<file path="src/verilog/wq_cap_pkg.sv">
// Constants for the work-queue capability register block
package wq_cap_pkg;

  ////////////////////////////////////////////////////////////////////////////
  // Register map
  localparam int ADDR_W = 12;
  localparam logic [11:0] CAP_OFFSET = 12'h020;
  localparam logic [63:0] RD_DATA_RESET = 64'h0;

  ////////////////////////////////////////////////////////////////////////////
  // Field positions in the capability word
  localparam int PRS_BIT = 55;
  localparam int OPFILT_BIT = 54;
  localparam int OCC_IRQ_BIT = 53;
  localparam int OCC_BIT = 52;
  localparam int PRIO_BIT = 51;
  localparam int ATS_BIT = 50;
  localparam int DED_BIT = 49;
  localparam int SHR_BIT = 48;
  localparam int CFG_SIZE_LSB = 24;
  localparam int CFG_SIZE_W = 4;
  localparam int NUM_Q_LSB = 16;
  localparam int NUM_Q_W = 8;
  localparam int TOTAL_LSB = 0;
  localparam int TOTAL_W = 16;
  localparam int CFG_SIZE_BASE = 5;

  ////////////////////////////////////////////////////////////////////////////
  // Widths of the gated per-queue configuration fields
  localparam int PRIO_W = 4;
  localparam int OPF_W = 8;
  localparam int OCC_W = 16;

endpackage : wq_cap_pkg

</file>
<file path="src/verilog/work_queue_capability_register.sv">
// Work-queue capability register and the feature gating it implies
module work_queue_capability_register #(
  parameter logic PRS_SUPPORT = 1'b1,
  parameter logic OPFILT_SUPPORT = 1'b1,
  parameter logic OCC_IRQ_SUPPORT = 1'b1,
  parameter logic OCC_SUPPORT = 1'b1,
  parameter logic PRIO_SUPPORT = 1'b1,
  parameter logic ATS_SUPPORT = 1'b1,
  parameter logic DED_SUPPORT = 1'b1,
  parameter logic SHR_SUPPORT = 1'b1,
  parameter logic [3:0] CFG_SIZE_N = 4'h0,
  parameter logic [7:0] NUM_QUEUES = 8'h08,
  parameter logic [15:0] TOTAL_STORAGE = 16'h0080
) (
  // Clock and reset
  input wire logic CLK_SYS,
  input wire logic RST,
  // Memory-mapped register access, first base address region
  input wire logic [11:0] ADDR,
  input wire logic RD_REQ,
  input wire logic WR_REQ,
  input wire logic [63:0] WR_DATA,
  output logic [63:0] RD_DATA,
  output logic RD_ACK,
  output logic WR_ACK,
  // Per-queue configuration fields as software wrote them
  input wire logic WQ_PRS_DISABLE,
  input wire logic PRS_ENABLE,
  input wire logic WQ_ATS_DISABLE,
  input wire logic ATS_ENABLE,
  input wire logic [7:0] WQ_OP_FILTER,
  input wire logic [15:0] WQ_OCC_LIMIT,
  input wire logic WQ_OCC_IRQ_EN,
  input wire logic [15:0] WQ_LIVE_FILL,
  input wire logic [3:0] WQ_PRIORITY,
  input wire logic WQ_CFG_VALID,
  input wire logic WQ_MODE_DEDICATED,
  // Effective per-queue controls for the queue logic
  output logic PRS_USE,
  output logic ATS_USE,
  output logic [7:0] OP_ALLOWED,
  output logic [15:0] OCC_LIMIT_EFF,
  output logic OCC_IRQ_EN_EFF,
  output logic [15:0] OCC_REPORT,
  output logic [3:0] PRIORITY_EFF,
  output logic MODE_ERROR
);

  logic [63:0] cap_word;
  logic [63:0] rd_data_q;
  logic rd_ack_q;
  logic wr_ack_q;
  logic prs_use_q;
  logic ats_use_q;
  logic [7:0] op_allowed_q;
  logic [15:0] occ_limit_q;
  logic occ_irq_en_q;
  logic [15:0] occ_report_q;
  logic [3:0] priority_q;
  logic mode_error_q;
  logic cap_hit;

  ////////////////////////////////////////////////////////////////////////////
  // Constant capability word; every bit not listed stays zero
  always_comb
  begin
    cap_word = '0;
    cap_word[wq_cap_pkg::PRS_BIT] = PRS_SUPPORT;
    cap_word[wq_cap_pkg::OPFILT_BIT] = OPFILT_SUPPORT;
    cap_word[wq_cap_pkg::OCC_IRQ_BIT] = OCC_IRQ_SUPPORT;
    cap_word[wq_cap_pkg::OCC_BIT] = OCC_SUPPORT;
    cap_word[wq_cap_pkg::PRIO_BIT] = PRIO_SUPPORT;
    cap_word[wq_cap_pkg::ATS_BIT] = ATS_SUPPORT;
    cap_word[wq_cap_pkg::DED_BIT] = DED_SUPPORT;
    cap_word[wq_cap_pkg::SHR_BIT] = SHR_SUPPORT;
    cap_word[wq_cap_pkg::CFG_SIZE_LSB +: wq_cap_pkg::CFG_SIZE_W] =
      CFG_SIZE_N;
    cap_word[wq_cap_pkg::NUM_Q_LSB +: wq_cap_pkg::NUM_Q_W] =
      NUM_QUEUES;
    cap_word[wq_cap_pkg::TOTAL_LSB +: wq_cap_pkg::TOTAL_W] =
      TOTAL_STORAGE;
  end

  // Address decode of the capability word
  assign cap_hit = (ADDR == wq_cap_pkg::CAP_OFFSET);

  ////////////////////////////////////////////////////////////////////////////
  // Read path: answer one cycle after the request, zero when unmapped
  always_ff @(posedge CLK_SYS)
  begin
    if (RST)
    begin
      rd_data_q <= wq_cap_pkg::RD_DATA_RESET;
      rd_ack_q <= 1'b0;
    end
    else
    begin
      rd_ack_q <= RD_REQ;
      if (RD_REQ)
      begin
        rd_data_q <= cap_hit ? cap_word : '0;
      end
    end
  end

  // Writes are dropped, and acknowledged only when no read is requested in the same cycle
  always_ff @(posedge CLK_SYS)
  begin
    if (RST)
    begin
      wr_ack_q <= 1'b0;
    end
    else
    begin
      wr_ack_q <= WR_REQ & ~RD_REQ;
    end
  end

  ////////////////////////////////////////////////////////////////////////////
  // Page-request and translation use per queue
  always_ff @(posedge CLK_SYS)
  begin
    if (RST)
    begin
      prs_use_q <= 1'b0;
      ats_use_q <= 1'b0;
    end
    else
    begin
      prs_use_q <= PRS_ENABLE & ~(PRS_SUPPORT & WQ_PRS_DISABLE);
      ats_use_q <= ATS_ENABLE & ~(ATS_SUPPORT & WQ_ATS_DISABLE);
    end
  end

  // Operation filter: without support every advertised operation passes
  always_ff @(posedge CLK_SYS)
  begin
    if (RST)
    begin
      op_allowed_q <= '0;
    end
    else
    begin
      op_allowed_q <= OPFILT_SUPPORT ? WQ_OP_FILTER : '1;
    end
  end

  // Occupancy limit, interrupt enable and reported fill level
  always_ff @(posedge CLK_SYS)
  begin
    if (RST)
    begin
      occ_limit_q <= '0;
      occ_irq_en_q <= 1'b0;
      occ_report_q <= '0;
    end
    else
    begin
      occ_limit_q <= OCC_IRQ_SUPPORT ? WQ_OCC_LIMIT : '0;
      occ_irq_en_q <= OCC_IRQ_SUPPORT & WQ_OCC_IRQ_EN;
      occ_report_q <= OCC_SUPPORT ? WQ_LIVE_FILL : '0;
    end
  end

  // Priority is ignored when not supported
  always_ff @(posedge CLK_SYS)
  begin
    if (RST)
    begin
      priority_q <= '0;
    end
    else
    begin
      priority_q <= PRIO_SUPPORT ? WQ_PRIORITY : '0;
    end
  end

  // Flags a queue configured in a mode the device lacks
  always_ff @(posedge CLK_SYS)
  begin
    if (RST)
    begin
      mode_error_q <= 1'b0;
    end
    else
    begin
      mode_error_q <= WQ_CFG_VALID &
        (WQ_MODE_DEDICATED ? ~DED_SUPPORT : ~SHR_SUPPORT);
    end
  end

  ////////////////////////////////////////////////////////////////////////////
  // Output drive
  assign RD_DATA = rd_data_q;
  assign RD_ACK = rd_ack_q;
  assign WR_ACK = wr_ack_q;
  assign PRS_USE = prs_use_q;
  assign ATS_USE = ats_use_q;
  assign OP_ALLOWED = op_allowed_q;
  assign OCC_LIMIT_EFF = occ_limit_q;
  assign OCC_IRQ_EN_EFF = occ_irq_en_q;
  assign OCC_REPORT = occ_report_q;
  assign PRIORITY_EFF = priority_q;
  assign MODE_ERROR = mode_error_q;
endmodule : work_queue_capability_register

</file>
<file path="config.mk">
export PLATFORM = sky130hd
export DESIGN_NAME = work_queue_capability_register
export DESIGN_NICKNAME = d
export VERILOG_FILES = /design/src/verilog/wq_cap_pkg.sv /design/src/verilog/work_queue_capability_register.sv
export SDC_FILE = /design/constraint.sdc
export NUM_CORES = 1
export LEC_CHECK = 0
export BUFFER_PORTS_ARGS = -buffer_cell sky130_fd_sc_hd__buf_2
export CAP_MARGIN = 10
export CORE_AREA = 2 2 94 96
export DETAILED_ROUTE_END_ITERATION = 8
export DIE_AREA = 0 0 96 98
export GPL_TIMING_DRIVEN = 0
export PLACE_DENSITY_LB_ADDON = 0.25
export SETUP_SLACK_MARGIN = 0.3
export SYNTH_ARGS = -nofsm -noshare
export SYNTH_HDL_FRONTEND = slang
export SYNTH_SLANG_ARGS = --single-unit
</file>
<file path="constraint.sdc">
create_clock -name CLK_SYS -period 0.96 [get_ports CLK_SYS]
set_input_delay 0.096 -clock CLK_SYS [delete_from_list [all_inputs] [get_ports CLK_SYS]]
set_output_delay 0.096 -clock CLK_SYS [all_outputs]
set_load 0.1 [all_outputs]
</file>
==> impl_summary.log, run 1 <==
INFO  metric outcome = finished with violations
INFO  metric failed_checks = hold timing, setup timing
INFO  metric cts.sinks = 50
INFO  metric p_leak = approximately 2.1 nW
INFO  metric grt_usage = approximately a tenth
INFO  metric wl_per_cell = about 11 um
INFO  metric drt_pre_antenna_iters = 2
INFO  metric place.gp.congestion = about 0.66
INFO  metric grt_max_degree = 17
INFO  metric hold_path.startpoint = WQ_ATS_DISABLE
INFO  metric area_growth = 131.7%
INFO  metric drc = 0
INFO  metric final_design_area_no_fill = around 4400 um2
INFO  metric cts_inserted_buffers = 5
INFO  metric post_synth_edffs = 0
INFO  metric worstPathMaxFanout = 6
INFO  metric crit_arrival = 1060 ps
INFO  metric tritoncts_clock_tree = yes
INFO  metric antenna_found_initial = 0
INFO  metric place.port_buffers = ~120
INFO  metric nets_finish = just over 500
INFO  metric r2r_slack = approximately 120 ps
INFO  metric critical_path.reg2reg.startpoint = RD_DATA[54]$_SDFFE_PP0P_
INFO  metric r2r_end = RD_DATA[54]$_SDFFE_PP0P_
INFO  metric crit_chain = buf_12 -> buf_6 -> buf_12
INFO  metric final_max_slew_viol_count = 0
INFO  metric clock_skew = 0 ps
INFO  metric num_vias = 1676
INFO  metric fill_cells = roughly 700
INFO  metric grt_pass1_vias = 1686
INFO  metric post_drt_via_cell_ratio = 3.386
INFO  metric final.period_utilization = 120.8%
INFO  metric synth_cell_types = 11
INFO  metric placementRows = 34
INFO  metric hold_path_depth = 2
INFO  metric core = ~8500 um2
INFO  metric post_route_cells_drive_above_1_share = 65.89%
INFO  metric crit_path_start_kind = flip-flop
INFO  metric hold_class = input port to flip-flop
INFO  metric drt-initial-drc-count = 6
INFO  metric grt_pass1_wl = roughly 8 mm
INFO  metric route.final.wire_length = roughly 5.3 mm
INFO  metric fmax = roughly 860 MHz
INFO  metric post-route-min-period = 1160 ps
INFO  metric cts_buffer_depth = 2
INFO  metric dieWidth = between 90 and 100 um
INFO  metric finalHoldWorstSlack = -54.86 ps
INFO  metric crit_top_cell = sky130_fd_sc_hd__buf_12
INFO  metric worst_setup_path_end_kind = output port
INFO  metric antenna_violating_nets_post_route = 0
INFO  metric cap_viol_max_count = 0
INFO  metric worst_path_max_delay_cell = sky130_fd_sc_hd__dfxtp_4
INFO  metric globalRoute.totalOverflow = 0
INFO  metric timing.critical_path.slowest_cell_delay = approximately 360 ps
INFO  metric holdPathEnd = ATS_USE$_SDFF_PP0_
INFO  metric cp.required = between 800 and 900 ps
INFO  metric timing_worst_setup_path_type = flip-flop to output port
INFO  metric synth_area_per_cell = 10.73 um2
INFO  metric dp_cells = between 400 and 500
INFO  metric max-vdd-ir-drop = 0.6110 mV
INFO  metric synthTopCellsByCount = 64 x sky130_fd_sc_hd__buf_4, 50 x sky130_fd_sc_hd__dfxtp_1, 46 x sky130_fd_sc_hd__nor2b_1, 5 x sky130_fd_sc_hd__buf_2, 3 x sky130_fd_sc_hd__nor3b_1
INFO  metric root_buffer = sky130_fd_sc_hd__clkbuf_8
INFO  metric clk_pin_slew_worst_paths = 90 ps
INFO  metric fp.dieH = just under 100 um
INFO  metric fin_setup_tns = -1904 ps
INFO  metric ios = roughly 250
INFO  metric post-synth-top-count-cell = sky130_fd_sc_hd__buf_4
INFO  metric total_power = 0.006367 W
INFO  metric pwr_dens = between 1000 and 1500 nW/um2
INFO  metric synth_seq_cells = 50
INFO  metric dp_worst_setup_slack = -89.30 ps
INFO  metric post_synth_main_area_contributors = sky130_fd_sc_hd__dfxtp_1 53%, sky130_fd_sc_hd__buf_4 26%, sky130_fd_sc_hd__nor2b_1 15%
INFO  metric timing.final.setup_violations = 10
INFO  metric ctsHtreeMaxLevel = 2
INFO  metric place_area = a little over 3000 um2
INFO  metric syn-cell-area = 1878 um2
INFO  metric synth_largest_area_cell = sky130_fd_sc_hd__dfxtp_1
INFO  metric hold_viol_final = 3
INFO  metric fin_ws = -199.6 ps
INFO  metric design.die.area = 9408 um2
INFO  metric synth-seq-area-share = a little over half
INFO  metric synth-async-reset-ratio = 0%
INFO  metric rsz0062_at_grt = true
INFO  metric ys.flop_type = sky130_fd_sc_hd__dfxtp_1
INFO  metric hpwlAfterDp = ~3.6 mm
INFO  metric synth_warnings = 0
INFO  metric yosysTopAreaCellShare = about 53%
INFO  metric clk-insertion-delay-late = 290 ps
INFO  metric diodes = 0
INFO  metric post_layout_nonfiller_instances = around 500
INFO  metric timing.reg2reg.worst_path_depth = 4
INFO  metric synthCells = around 180
INFO  metric starting_density_of_the_core = between 20% and 30%
critical path: cells and delay by family (launching register included):
family                 cells  cell delay (ps)
flip-flops                 1              360
buffers and inverters      3              390
stage by stage:
step	utilization, %	hold slack [ps]
2_1_floorplan	-	162.1
3_3_place_gp	36.00	256.3
3_5_place_dp	36.00	257.1
4_1_cts	50.67	-69.45
5_1_grt	51.40	-78.72
6_report	51.40	-54.86
area by class of cell:
cell class / count / area [um2] / area share [%]
clock buffers: 5 / 68.82 / 1.581
plain buffers: 69 / 539.3 / 12.39
multi-input cells: 110 / 574.3 / 13.20
clock inverters: 3 / 43.79 / 1.006
flip-flops and latches: 50 / 1189 / 27.31
repair buffers: 150 / 1802 / 41.40
well taps: 108 / 135.1 / 3.105
placed cells by master (no fill, tap or decap):
cell type                        synthesis  layout
sky130_fd_sc_hd__nor2b_1                46      46
sky130_fd_sc_hd__clkinv_2                0       1
sky130_fd_sc_hd__dlymetal6s4s_1          0      10
sky130_fd_sc_hd__buf_12                  0      59
sky130_fd_sc_hd__nor4_2                  2       2
sky130_fd_sc_hd__nand4_1                 1       1
sky130_fd_sc_hd__buf_6                   0      11
sky130_fd_sc_hd__inv_6                   0       1
sky130_fd_sc_hd__buf_2                   5      68
sky130_fd_sc_hd__bufinv_16               0       1
sky130_fd_sc_hd__conb_1                  1      55
sky130_fd_sc_hd__nor4b_2                 1       1
sky130_fd_sc_hd__dfxtp_4                 0      50
sky130_fd_sc_hd__clkbuf_8                0       5
sky130_fd_sc_hd__nor3b_1                 3       3
sky130_fd_sc_hd__dlygate4sd3_1           0      15
sky130_fd_sc_hd__buf_4                  64      56
sky130_fd_sc_hd__a21oi_1                 1       1
sky130_fd_sc_hd__nand2b_1                1       1
cell families (layout without fill, tap and decap cells):
logic type	count (synthesis)	after routing	synth area share, %
flip-flops	50	50	53.30
AO/OA/AOI/OAI	1	1	0.2662
AND/OR/NAND/NOR	54	54	19.32
buffers and inverters	69	227	26.92
other	1	55	0.1997
worst max-delay path by stage:
stage,startpoint,endpoint,slack [ps],cells after the start
floorplan,RD_DATA[54]$_SDFFE_PP0P_,RD_DATA[19],-20,1
global placement,RD_DATA[54]$_SDFFE_PP0P_,RD_DATA[49],-80,2
detailed placement,RD_DATA[54]$_SDFFE_PP0P_,RD_DATA[55],-90,2
CTS,RD_DATA[54]$_SDFFE_PP0P_,RD_DATA[54],-210,3
global route,RD_DATA[54]$_SDFFE_PP0P_,RD_DATA[51],-240,3
finish,RD_DATA[54]$_SDFFE_PP0P_,RD_DATA[49],-200,3
repair_timing:
action                                 in CTS  in global routing
setup buffers                               2                  1
hold buffers                               22                  3
gates cloned                                0                  0
endpoints found under the hold margin      25                  6
setup endpoints to repair                  60                 70
gates resized for setup                   236                 10
per-layer routing:
| metal | up-vias | global-route usage [%] | share of wire [%] |
|---|---|---|---|
| li1 | 835 | - | - |
| met5 | - | 0 | 0 |
| met4 | 0 | 3.626 | 1.2 |
| met3 | 5 | 5.247 | 15 |
| met1 | 712 | 11.06 | 35 |
| met2 | 124 | 18.48 | 49 |
state kept, by name (all words and copies together) (netlist names):
| register | flops |
|---|---|
| WR_ACK | 1 |
| OP_ALLOWED | 8 |
| OCC_IRQ_EN_EFF | 1 |
| ATS_USE | 1 |
| RD_ACK | 1 |
| PRIORITY_EFF | 4 |
| PRS_USE | 1 |
| RD_DATA | 1 |
| OCC_REPORT | 16 |
| OCC_LIMIT_EFF | 16 |
report_power, final:
group	leakage, nW	total, W	switching (W)	internal, W
Clock	0.0585	0.00147	0.000691	0.000781
Sequential	0.446	0.00221	0.0000885	0.00212
Combinational	1.63	0.00269	0.00190	0.000783
Total	2.14	0.00637	0.00268	0.00368
No activity file was read; power rests on OpenSTA's default activity.
==> run 2, diff against run 1 <==
Settings changed: BUFFER_PORTS_ARGS -buffer_cell sky130_fd_sc_hd__buf_2 to -buffer_cell sky130_fd_sc_hd__buf_4, TNS_END_PERCENT set to 30.
==> impl_summary.log, run 2 (same netlist as run 1, synthesis figures left out) <==
INFO  metric crit_top_cell = sky130_fd_sc_hd__buf_12 (unchanged)
INFO  metric grt_usage = 10.25% (was 10.69%)
INFO  metric timing.reg2reg.worst_path_depth = 3 (was 4)
INFO  metric ios = 245 (unchanged)
INFO  metric routed.top_layer = met4 (unchanged)
INFO  metric cap_viol_max_count = 0 (unchanged)
INFO  metric total_met3_wirelength_after_detailed_routing = 696 um (was 783 um)
INFO  metric fmax = 870.5 MHz (was 862.4 MHz)
INFO  metric cts.sinks = 50 (unchanged)
INFO  metric tritoncts_clock_tree = yes (unchanged)
INFO  metric finalHoldWorstSlack = -60.89 ps (was -54.86 ps)
INFO  metric globalRoute.totalOverflow = 0 (unchanged)
INFO  metric timing.final.setup_violations = 10 (unchanged)
INFO  metric timing_worst_setup_path_type = flip-flop to output port (unchanged)
INFO  metric clk-insertion-delay-late = 290 ps (about the same)
INFO  metric cp.required = 860 ps (about the same)
INFO  metric place_area = 3248 um2 (was 3048 um2)
INFO  metric final_max_slew_viol_count = 0 (unchanged)
INFO  metric diodes = 0 (unchanged)
INFO  metric failed_checks = hold timing, setup timing (unchanged)
INFO  metric hold_viol_final = 3 (unchanged)
INFO  metric crit_path_start_kind = flip-flop (unchanged)
INFO  metric worstPathMaxFanout = 6 (unchanged)
INFO  metric place.port_buffers = 122 (unchanged)
INFO  metric route.layer.met1.wl = 1.718 mm (was 1.876 mm)
INFO  metric most_common_cell_after_layout_fill_and_taps_aside = sky130_fd_sc_hd__buf_4 (was sky130_fd_sc_hd__buf_2)
INFO  metric total_power = 0.006481 W (was 0.006367 W)
INFO  metric r2r_slack = 240 ps (was 120 ps)
INFO  metric dp_worst_setup_slack = 41.53 ps (was -89.30 ps)
INFO  metric worstPathBufferInverterCount = 3 (unchanged)
INFO  metric worst_path_max_delay_cell = sky130_fd_sc_hd__dfxtp_4 (unchanged)
INFO  metric crit_arrival = 1050 ps (was 1060 ps)
INFO  metric cts_inserted_buffers = 5 (unchanged)
INFO  metric root_buffer = sky130_fd_sc_hd__clkbuf_8 (unchanged)
INFO  metric final_design_area_no_fill = 4309 um2 (was 4352 um2)
INFO  metric clock_skew = 0 ps (unchanged)
INFO  metric finish.utilization = 50.90% (was 51.40%)
INFO  metric delay_heaviest_family_cp = buffers and inverters (unchanged)
INFO  metric placementRows = 34 (unchanged)
INFO  metric starting_density_of_the_core = 22.18% (unchanged)
INFO  metric most-common-layout-cells = 130 x sky130_fd_sc_hd__buf_4, 59 x sky130_fd_sc_hd__buf_12, 55 x sky130_fd_sc_hd__conb_1 (was 68 x sky130_fd_sc_hd__buf_2, 59 x sky130_fd_sc_hd__buf_12, 56 x sky130_fd_sc_hd__buf_4)
INFO  metric cts_buffer_depth = 2 (unchanged)
INFO  metric core = 8466 um2 (unchanged)
INFO  metric outcome = finished with violations (unchanged)
INFO  metric fin_ws = -188.8 ps (was -199.6 ps)
INFO  metric hpwlAfterDp = 3.565 mm (was 3.590 mm)
INFO  metric wl_per_cell = 10.04 um (was 10.74 um)
INFO  metric crit_chain = buf_12 -> buf_6 -> buf_12 (unchanged)
INFO  metric antenna_found_initial = 0 (unchanged)
INFO  metric post-route-min-period = 1149 ps (was 1160 ps)
INFO  metric grt_max_degree = 17 (unchanged)
INFO  metric drc = 0 (unchanged)
INFO  metric drt_pre_antenna_iters = 2 (unchanged)
INFO  metric post_route_cells_drive_above_1_share = 70.60% (was 65.89%)
INFO  metric place.gp.congestion = 0.6741 (was 0.6556)
INFO  metric ctsHtreeMaxLevel = 2 (unchanged)
INFO  metric fp.dieH = 98 um (unchanged)
INFO  metric timing.critical_path.slowest_cell_delay = 360 ps (about the same)
INFO  metric pwr_dens = 1504 nW/um2 (was 1463 nW/um2)
INFO  metric worst_setup_path_end_kind = output port (unchanged)
INFO  metric route.final.wire_length = 4.911 mm (was 5.314 mm)
INFO  metric hold_class = input port to flip-flop (unchanged)
INFO  metric drt-initial-drc-count = 17 (was 6)
INFO  metric rsz0062_at_grt = true (unchanged)
INFO  metric final.period_utilization = 119.7% (was 120.8%)
INFO  metric clk_pin_slew_worst_paths = 90 ps (about the same)
INFO  metric wl_met2 = 2.433 mm (was 2.588 mm)
INFO  metric max-vdd-ir-drop = 0.5995 mV (was 0.6110 mV)
INFO  metric antenna_violating_nets_post_route = 0 (unchanged)
INFO  metric post_drt_via_cell_ratio = 3.370 (was 3.386)
INFO  metric hold_path_depth = 2 (unchanged)
INFO  metric grt_pass1_wl = 7.555 mm (was 7.797 mm)
INFO  metric area_growth = 129.4% (was 131.7%)
INFO  metric grt_pass1_vias = 1618 (was 1686)
INFO  metric cp.depth = 3 (unchanged)
INFO  metric num_vias = 1648 (was 1676)
INFO  metric dieWidth = 96 um (unchanged)
INFO  metric design.die.area = 9408 um2 (unchanged)
INFO  metric nets_finish = 511 (was 517)
INFO  metric p_leak = 2.082 nW (was 2.137 nW)
==> run 2: metrics by stage <==
| step | TNS, ps | cells |
|---|---|---|
| floorplan | -157.0 | 229 |
| global placement | 0 | 459 |
| detailed placement | 0 | 459 |
| CTS | -1985 | 484 |
| global route | -2248 | 489 |
| finish | -1826 | 489 |
==> run 2: worst paths after layout <==
path / end / from
worst max-delay path: RD_DATA[19] / RD_DATA[54]$_SDFFE_PP0P_
worst min-delay path: ATS_USE$_SDFF_PP0_ / WQ_ATS_DISABLE
worst max register to register: RD_DATA[54]$_SDFFE_PP0P_ / RD_DATA[54]$_SDFFE_PP0P_
worst min register to register: RD_DATA[54]$_SDFFE_PP0P_ / RD_DATA[54]$_SDFFE_PP0P_
==> run 2: report_power, final <==
group	total (W)	internal, W	switching, W
Clock	0.00147	0.000781	0.000693
Combinational	0.00273	0.000834	0.00190
Sequential	0.00228	0.00219	0.0000875
Total	0.00648	0.00381	0.00268
==> run 2: repair_timing <==
action,in CTS,in global routing
gates cloned,0,0
setup buffers,2,0
pin swaps,1,1
hold endpoints to repair,30,10
setup endpoints to repair,60,72
resized for setup,177,16
hold buffers,15,5
==> run 2: final cells by class <==
class / instances / area, um2
buffer: 69 / 539.3
clock buffer: 5 / 68.82
clock inverter: 3 / 43.79
fill: 732 / 4156
multi-input combinational: 110 / 591.8
sequential: 50 / 1084
tap: 108 / 135.1
timing repair buffer: 144 / 1847
==> run 2: layer usage <==
metal / global-route usage, % / up-vias
li1: - / 821
met1: 10.65 / 706
met2: 18.06 / 116
met3: 4.630 / 5
met4: 3.297 / 0
met5: 0 / -
